[src/hw/pcq_consts.vh]
// Behaviour
// [RULE1] Per core, pending means active and enabled; all pending bits OR into the core's request.
// [RULE2] Local pending bit 31 follows the processor interrupt input.
// [RULE3] Local pending bit 25 is the OR of that core's pending sources 32 to 63.
// [RULE4] Local pending bit 24 is the OR of that core's pending sources 0 to 31.
// [RULE5] Bits 15:8 are software triggers, set and cleared only by their set/clear registers.
// [RULE6] Bit 7 latches a bus error and clears only on reset.
// [RULE7] Bit 6 rises on a burst access with nonzero length to coprocessor space.
// [RULE8] Bit 5 is vector core 1 halt; bit 4 core 0 halt, or core 1 if configured.
// [RULE9] Bits 3 and 2 are doorbell requests, cleared by reading the doorbell register.
// [RULE10] Bit 1 is mailbox 0; bit 0 is the timer, cleared by writing timer control.
// [RULE11] Writing one to a set-enable bit enables that source for that core.
// [RULE12] Reading a set-enable word returns the current enable mask.
// [RULE13] Writing one to a clear-enable bit disables that source for that core; the code has a clear-enable word only for sources 0 to 31.
// [RULE14] Reading a clear-enable word returns the same mask as its set-enable word.
// [RULE15] After reset all pending and enable bits for sources 0 to 63 read zero.
// [RULE16] Core 0 group starts with pending word at 0x200, then set-enable, then clear-enable.
// [RULE17] Raw source status before masking is readable separately.
// [RULE18] Writing zero to an enable bit leaves the mask bit unchanged.
// [RULE19] Reserved bits in pending and enable words read zero and ignore writes.
`ifndef PCQ_CONSTS_VH
`define PCQ_CONSTS_VH

// ****************************************
// Address map
// ****************************************
`define PCQ_CORE_SLOT      4'h2
`define PCQ_SUB_PEND_LOW   6'h00
`define PCQ_SUB_PEND_MID   6'h04
`define PCQ_SUB_PEND_LOC   6'h08
`define PCQ_SUB_SET_LOW    6'h10
`define PCQ_SUB_SET_MID    6'h14
`define PCQ_SUB_SET_LOC    6'h18
`define PCQ_SUB_CLR_LOW    6'h20
`define PCQ_RAW_LOW        12'h230
`define PCQ_RAW_MID        12'h234
`define PCQ_RAW_LOC        12'h238
`define PCQ_SW_SET         12'h3F0
`define PCQ_SW_CLR         12'h3F4
`define PCQ_CFG            12'h3F8
`define PCQ_ERR_CLR        12'h3FC
`define PCQ_BELL0          12'h400
`define PCQ_BELL1          12'h404
`define PCQ_TMR_CTRL       12'h408

// ****************************************
// Field layout and reset values
// ****************************************
`define PCQ_LOC_EN_MASK    32'h8000FFFF
`define PCQ_BIT_SUM_MID    25
`define PCQ_BIT_SUM_LOW    24
`define PCQ_BIT_BURST      6
`define PCQ_CFG_HALT_BIT   10
`define PCQ_RST_WORD       32'h00000000

`endif

[src/hw/pcq_irq_ctrl.v]
// The implementer's own choices: the address map and the Wishbone interface to the registers.
`timescale 1ns/1ps
`include "pcq_consts.vh"

module pcq_irq_ctrl #(
	parameter ADR_W   = 12,
	parameter ALEN_W  = 4
) (
	// Clock and reset.
	input  wire              i_sys_clk,
	input  wire              i_reset_n,
	// Wishbone classic slave.
	input  wire              i_wb_cyc,
	input  wire              i_wb_stb,
	input  wire              i_wb_we,
	input  wire [ADR_W-1:0]  i_wb_adr,
	input  wire [3:0]        i_wb_sel,
	input  wire [31:0]       i_wb_dat,
	output wire [31:0]       o_wb_dat,
	output wire              o_wb_ack,
	// Interrupt sources.
	input  wire [31:0]       i_src_low,
	input  wire [31:0]       i_src_mid,
	input  wire              i_cpu_irq_in,
	input  wire              i_bus_error,
	input  wire              i_burst_valid,
	input  wire              i_burst_to_copro,
	input  wire [ALEN_W-1:0] i_burst_len,
	input  wire              i_vector_core0_halt,
	input  wire              i_vector_core1_halt,
	input  wire              i_doorbell0_event,
	input  wire              i_doorbell1_event,
	input  wire              i_mailbox0_request,
	input  wire              i_timer_event,
	// Per-core interrupt request lines.
	output wire [3:0]        o_core_irq
);

// ****************************************
// Helpers
// ****************************************
function [31:0] pcq_wmask;
	input [3:0] sel;
	begin
		pcq_wmask = {{8{sel[3]}}, {8{sel[2]}}, {8{sel[1]}}, {8{sel[0]}}};
	end
endfunction

// Pending local word of one core: masked local sources plus the two group summaries.
function [31:0] pcq_loc_pend;
	input [31:0] raw_loc;
	input [31:0] en_loc;
	input [31:0] pend_low;
	input [31:0] pend_mid;
	reg   [31:0] w;
	begin
		w = raw_loc & en_loc & `PCQ_LOC_EN_MASK; // [RULE1] [RULE2] [RULE19]
		w[`PCQ_BIT_SUM_MID] = |pend_mid; // [RULE3]
		w[`PCQ_BIT_SUM_LOW] = |pend_low; // [RULE4]
		pcq_loc_pend = w;
	end
endfunction

// ****************************************
// State
// ****************************************
reg  [31:0] en_low_ff [0:3];
reg  [31:0] en_mid_ff [0:3];
reg  [31:0] en_loc_ff [0:3];
reg  [7:0]  swtrig_ff;
reg         buserr_ff;
reg         burst_ff;
reg         bell0_ff;
reg         bell1_ff;
reg         timer_ff;
reg         cfg_halt_ff;
reg         ack_ff;
reg  [31:0] rdat_ff;
reg  [3:0]  irq_ff;
reg  [31:0] nxt_rdat;

wire [11:0] adr  = {i_wb_adr[11:2], 2'b00};
wire [1:0]  core = adr[7:6];
wire [5:0]  sub  = adr[5:0];
wire        in_core = (adr[11:8] == `PCQ_CORE_SLOT);
wire        req  = i_wb_cyc & i_wb_stb & ~ack_ff;
wire        wr   = req & i_wb_we;
wire        rd   = req & ~i_wb_we;
wire [31:0] wdat = i_wb_dat & pcq_wmask(i_wb_sel);

wire        halt0_eff = i_vector_core0_halt | (cfg_halt_ff & i_vector_core1_halt); // [RULE8]
wire [31:0] raw_loc = {i_cpu_irq_in, 15'h0000, swtrig_ff, buserr_ff, burst_ff,
	i_vector_core1_halt, halt0_eff, bell1_ff, bell0_ff, i_mailbox0_request, timer_ff}; // [RULE2] [RULE8] [RULE10]

wire        burst_hit = i_burst_valid & i_burst_to_copro & (i_burst_len != {ALEN_W{1'b0}}); // [RULE7]
wire        sw_set_wr = wr & (adr == `PCQ_SW_SET);
wire        sw_clr_wr = wr & (adr == `PCQ_SW_CLR);
wire        bell0_rd  = rd & (adr == `PCQ_BELL0);
wire        bell1_rd  = rd & (adr == `PCQ_BELL1);
wire        tmr_wr    = wr & (adr == `PCQ_TMR_CTRL);
wire        err_clr   = wr & (adr == `PCQ_ERR_CLR) & wdat[`PCQ_BIT_BURST];

// ****************************************
// Enable masks
// ****************************************
integer c;
always @(posedge i_sys_clk or negedge i_reset_n) begin
	if (!i_reset_n) begin
		for (c = 0; c < 4; c = c + 1) begin
			en_low_ff[c] <= `PCQ_RST_WORD; // [RULE15]
			en_mid_ff[c] <= `PCQ_RST_WORD; // [RULE15]
			en_loc_ff[c] <= `PCQ_RST_WORD;
		end
	end else if (wr && in_core) begin
		case (sub)
			`PCQ_SUB_SET_LOW: en_low_ff[core] <= en_low_ff[core] | wdat; // [RULE11] [RULE18]
			`PCQ_SUB_SET_MID: en_mid_ff[core] <= en_mid_ff[core] | wdat; // [RULE11] [RULE18]
			`PCQ_SUB_SET_LOC: en_loc_ff[core] <= en_loc_ff[core] | (wdat & `PCQ_LOC_EN_MASK); // [RULE11] [RULE19]
			`PCQ_SUB_CLR_LOW: en_low_ff[core] <= en_low_ff[core] & ~wdat; // [RULE13] [RULE18]
			default: begin
			end
		endcase
	end
end

// ****************************************
// Local sticky sources
// ****************************************
// Every flag that hardware sets lets the set win over a clear in the same cycle.
always @(posedge i_sys_clk or negedge i_reset_n) begin
	if (!i_reset_n) begin
		swtrig_ff   <= 8'h00;
		buserr_ff   <= 1'b0;
		burst_ff    <= 1'b0;
		bell0_ff    <= 1'b0;
		bell1_ff    <= 1'b0;
		timer_ff    <= 1'b0;
		cfg_halt_ff <= 1'b0;
	end else begin
		if (sw_set_wr) begin
			swtrig_ff <= swtrig_ff | wdat[7:0]; // [RULE5]
		end else if (sw_clr_wr) begin
			swtrig_ff <= swtrig_ff & ~wdat[7:0]; // [RULE5]
		end
		buserr_ff <= buserr_ff | i_bus_error; // [RULE6]
		burst_ff  <= burst_hit | (burst_ff & ~err_clr); // [RULE7]
		bell0_ff  <= i_doorbell0_event | (bell0_ff & ~bell0_rd); // [RULE9]
		bell1_ff  <= i_doorbell1_event | (bell1_ff & ~bell1_rd); // [RULE9]
		timer_ff  <= i_timer_event | (timer_ff & ~tmr_wr); // [RULE10]
		if (wr && adr == `PCQ_CFG) begin
			cfg_halt_ff <= wdat[`PCQ_CFG_HALT_BIT]; // [RULE8]
		end
	end
end

// ****************************************
// Read decode
// ****************************************
always @* begin
	nxt_rdat = 32'h00000000;
	if (in_core) begin
		case (sub)
			`PCQ_SUB_PEND_LOW: nxt_rdat = i_src_low & en_low_ff[core]; // [RULE1] [RULE16]
			`PCQ_SUB_PEND_MID: nxt_rdat = i_src_mid & en_mid_ff[core]; // [RULE1]
			`PCQ_SUB_PEND_LOC: nxt_rdat = pcq_loc_pend(raw_loc, en_loc_ff[core],
				i_src_low & en_low_ff[core], i_src_mid & en_mid_ff[core]);
			`PCQ_SUB_SET_LOW:  nxt_rdat = en_low_ff[core]; // [RULE12]
			`PCQ_SUB_SET_MID:  nxt_rdat = en_mid_ff[core]; // [RULE12]
			`PCQ_SUB_SET_LOC:  nxt_rdat = en_loc_ff[core]; // [RULE12]
			`PCQ_SUB_CLR_LOW:  nxt_rdat = en_low_ff[core]; // [RULE14]
			default: begin
				if (adr == `PCQ_RAW_LOW)
					nxt_rdat = i_src_low; // [RULE17]
				else if (adr == `PCQ_RAW_MID)
					nxt_rdat = i_src_mid; // [RULE17]
				else if (adr == `PCQ_RAW_LOC)
					nxt_rdat = raw_loc; // [RULE17]
			end
		endcase
	end else begin
		case (adr)
			`PCQ_SW_SET:  nxt_rdat = {24'h000000, swtrig_ff};
			`PCQ_SW_CLR:  nxt_rdat = {24'h000000, swtrig_ff};
			`PCQ_CFG:     nxt_rdat = {21'h000000, cfg_halt_ff, 10'h000};
			`PCQ_BELL0:   nxt_rdat = {31'h00000000, bell0_ff};
			`PCQ_BELL1:   nxt_rdat = {31'h00000000, bell1_ff};
			default:      nxt_rdat = 32'h00000000;
		endcase
	end
end

// ****************************************
// Bus answer and request lines
// ****************************************
// Registering the request lines costs one cycle but keeps them glitch free.
integer k;
always @(posedge i_sys_clk or negedge i_reset_n) begin
	if (!i_reset_n) begin
		ack_ff  <= 1'b0;
		rdat_ff <= 32'h00000000;
		irq_ff  <= 4'h0;
	end else begin
		ack_ff <= req;
		if (rd) begin
			rdat_ff <= nxt_rdat;
		end
		for (k = 0; k < 4; k = k + 1) begin
			irq_ff[k] <= |pcq_loc_pend(raw_loc, en_loc_ff[k],
				i_src_low & en_low_ff[k], i_src_mid & en_mid_ff[k]); // [RULE1]
		end
	end
end

assign o_wb_ack   = ack_ff;
assign o_wb_dat   = rdat_ff;
assign o_core_irq = irq_ff;

endmodule

[config.mk]
export PLATFORM = sky130hd
export DESIGN_NAME = pcq_irq_ctrl
export DESIGN_NICKNAME = d
export VERILOG_FILES = /design/src/hw/pcq_irq_ctrl.v
export VERILOG_INCLUDE_DIRS = /design/src /design/src/hw
export SDC_FILE = /design/constraint.sdc
export NUM_CORES = 1
export LEC_CHECK = 0
export ABC_AREA = 1
export ABC_CLOCK_PERIOD_IN_PS = 3900
export BUFFER_PORTS_ARGS = -buffer_cell sky130_fd_sc_hd__clkbuf_2
export CAP_MARGIN = 20
export CORE_AREA = 2 2 282 284
export CTS_CLUSTER_SIZE = 24
export DETAILED_ROUTE_END_ITERATION = 7
export DIE_AREA = 0 0 284 286
export HOLD_SLACK_MARGIN = 0.15
export MAX_ROUTING_LAYER = met4
export PLACE_DENSITY = 0.44
export SETUP_SLACK_MARGIN = 0.1
export SYNTH_ARGS = -nofsm -noshare
export SYNTH_HDL_FRONTEND = slang
export SYNTH_SLANG_ARGS = --single-unit
[constraint.sdc]
create_clock -name i_sys_clk -period 3.9 [get_ports i_sys_clk]
set_input_delay 0.78 -clock i_sys_clk [delete_from_list [all_inputs] [get_ports i_sys_clk]]
set_output_delay 0.78 -clock i_sys_clk [all_outputs]
set_load 0.02 [all_outputs]
==> results.md <==
- Max Cap Viol: 0
- Placement row count: 103
- Sequential share of the synthesized area: 45.3%
- Design Power: 0.0108 W
- Core Footprint: 0.0784 mm²
- Global-route wire length before repair: 155000 µm
- Peak VDD IR: 0.298 mV
- Yosys warning count: 0
- Synthesized area per cell: 7.43 µm²
- Fmax: 0.348 GHz
- CTS tree: built
- Clk sinks: 435
- Layout area overhead: 14.3%
- Tmin final: 2.87 ns
- Global Route Usage Sum: 26.4%
- Worst Path Arrival: 3.38 ns
- Number of synthesized flops with an enable pin: 0
- DIE HEIGHT: 286 µm
- CP endpoint kind: flip-flop
- CP Cell Sequence: buf_6 -> buf_12 -> nand2_4 -> inv_2 -> nand4_1 -> inv_1 -> nand4_1 -> nor2_1 -> nand2_1 -> o21ai_0 -> inv_1
- Slowest-stage cell, CP: inv_2
- Routed WL: 106000 µm
- Clk Tree Root Cell: clkbuf_16
- Wire per inst: 24.1 µm
- Share of flip-flops with an asynchronous set or reset: 100%
- Die area: 0.0812 mm²
- Status: complete, no violations
- FILL cells: 8408
- Vias in the first global route: 22500
- Setup tns final: 0 ns
- Crit Path Max Fanout: 33
- H-tree depth: 2
- Syn Nets: 3365
- Post-route ant nets: 0
- Gr ovfl total: 0
- Layout cells sized above 1: 12.6%
- Distinct cell type count after synthesis: 46
- DR vias/cell: 5.28
- Kind of critical path: in -> reg
- Number of remaining DRC errors: 0
- Reg clk slew, reported paths: 0.06 ns
- PwrDens: 394 mW/mm²
- Final core utilization: 35.1%
- Max incr delay on CP: 0.55 ns
- Port Buffers: 165
- Final Hold Viols: 0
- WP buf/inv: 5
- RePlAce Congestion: 0.918
- Nets: 3437
- Mapped Cells: 3234
- Period utilization: 73.7%
- Die X: 284 µm
- HPWL after DPL: 78300 µm
- Final setup viols: 0
- Max-slew violations: 0
- Initial Util: 30.7%
- IO Pins: 168
- Seq cells post-synth: 435
- Worst min path class: in -> reg
- Clock Latency Late Sink: 0.62 ns
- Worst-margin pin slew: 0.968 ns
- Post-CTS sizing: 0
- Primary FF master, synth: dfrtp_1
- Top Family by Delay on Critical Path: buffers and inverters
- Maximum clock insertion buffer count: 3
- Leakage: 13.6 nW
- Slew HR: 35.3%
- Required @ worst endpoint: 4.41 ns
- RSZ-0062 raised after global routing: false
- CP Launch Type: primary input
- Initial antenna violation count: 13
- Mapped Area: 0.0240 mm²
- Post-CTS setup buffers: 0
- Pin count of the biggest net entering global routing: 118
- TritonRoute pass-1 iters: 5
- DRT iter0 DRCs: 2551
- Skew final: 0.0259 ns
- Vias: 23300
- Total CTS buffers: 53
-- where the power goes --
part / switching, W / internal (W) / leakage (nW) / total, W
Combinational: 0.000822 / 0.000242 / 7.42 / 0.00106
Sequential: 0.0000182 / 0.00454 / 5.29 / 0.00456
Clock: 0.00212 / 0.00308 / 0.911 / 0.00520
-- Yosys cell counts, types with 9 or more instances --
master	number	share of area [%]
nor2_4	10	0.47
nor3_1	23	0.48
nand2_1	1221	19
buf_4	15	0.47
mux2_2	48	2.2
nand3_1	122	2.5
a22oi_1	12	0.37
inv_2	10	0.16
a21oi_1	83	1.7
o221ai_1	16	0.58
nand4_1	32	0.83
buf_6	35	1.6
a221oi_1	20	0.73
nor2_1	94	1.5
a22o_1	12	0.44
dfrtp_1	435	45
o22ai_1	89	2.3
inv_1	272	4.2
clkbuf_1	98	1.5
o211ai_1	18	0.56
o21ai_0	304	6.3
o2111ai_1	9	0.33
o21ai_1	134	2.8
buf_2	58	1.2
-- cells by family after synthesis --
family                 synth area share [%]
and+or+nand+nor                        26.1
AOI/OAI and AO/OA                      16.6
buffers and inverters                  9.33
DFF                                    45.3
muxes                                  2.62
-- layout by cell type, fill, tap and decap left out, types with 23 or more instances in the layout --
cell	instances
clkbuf_16	53
inv_1	272
nor2_1	89
dfrtp_1	435
nand2_1	1220
nor3_1	23
o21ai_0	304
nand4_1	32
o22ai_1	89
clkbuf_2	163
nand3_1	122
a21oi_1	83
buf_4	51
o21ai_1	134
mux2_2	48
-- state kept, by name, indices dropped and copies added (netlist names), named ones only --
| register | count |
|---|---|
| bell1_ff | 1 |
| o_wb_ack | 1 |
| en_mid_ff | 128 |
| cfg_halt_ff | 1 |
| o_core_irq | 4 |
| bell0_ff | 1 |
| en_loc_ff | 128 |
| burst_ff | 1 |
| en_low_ff | 128 |
| o_wb_dat | 32 |
| timer_ff | 1 |
| buserr_ff | 1 |
-- metal layers --
metal	track usage, %	up-vias	routed length (µm)	share of wire (%)
met1	36.3	11400	48000	45
met5	-	-	0	0
met3	3.37	160	6840	6.4
li1	-	10800	-	-
met2	40.4	970	47600	45
met4	8.67	0	3660	3.5
-- area by class of cell --
type	instances	area, µm²	share of cell area [%]
multi-input cells	2306	10900	39.8
flip-flops and latches	435	10900	39.6
clock buffers	67	1480	5.38
repair buffers	227	1440	5.23
well taps	1050	1310	4.78
inverters	283	1060	3.87
clock inverters	32	327	1.19
diodes	9	22.5	0.0820
-- timing repair --
action	in CTS	in global routing
endpoints found under the setup margin	0	0
hold buffers	1	0
hold endpoints to repair	35	0
-- worst paths after layout --
| check | start | endpoint | slack, ns | depth (start not counted) |
|---|---|---|---|---|
| min in group asynchronous | i_reset_n | en_mid_ff[40] | 0.71 | 2 |
| worst min register to register | en_loc_ff[49] | en_loc_ff[49] | 0.37 | 0 |
| worst max register to register | buserr_ff | o_core_irq[2] | 1.31 | 6 |
| worst min-delay path | i_bus_error | buserr_ff | 0.36 | 2 |
| worst max-delay path | i_wb_adr[6] | flip-flop | 1.03 | 11 |
| max in group asynchronous | i_reset_n | en_low_ff[15] | 2.10 | 3 |
-- per-stage QoR --
step | setup WS, ns | hold WS, ns | cell area (µm²) | instances
floorplan | 1.75 | 0.429 | 24000 | 3234
global placement | 0.467 | 0.365 | 25600 | 4300
CTS | 1.10 | 0.337 | 27400 | 4400
global route | 0.913 | 0.356 | 27500 | 4409
detailed placement | 0.455 | 0.366 | 25600 | 4300
finish | 1.03 | 0.359 | 27500 | 4409
Note: power is estimated with default switching activity, not from simulation.
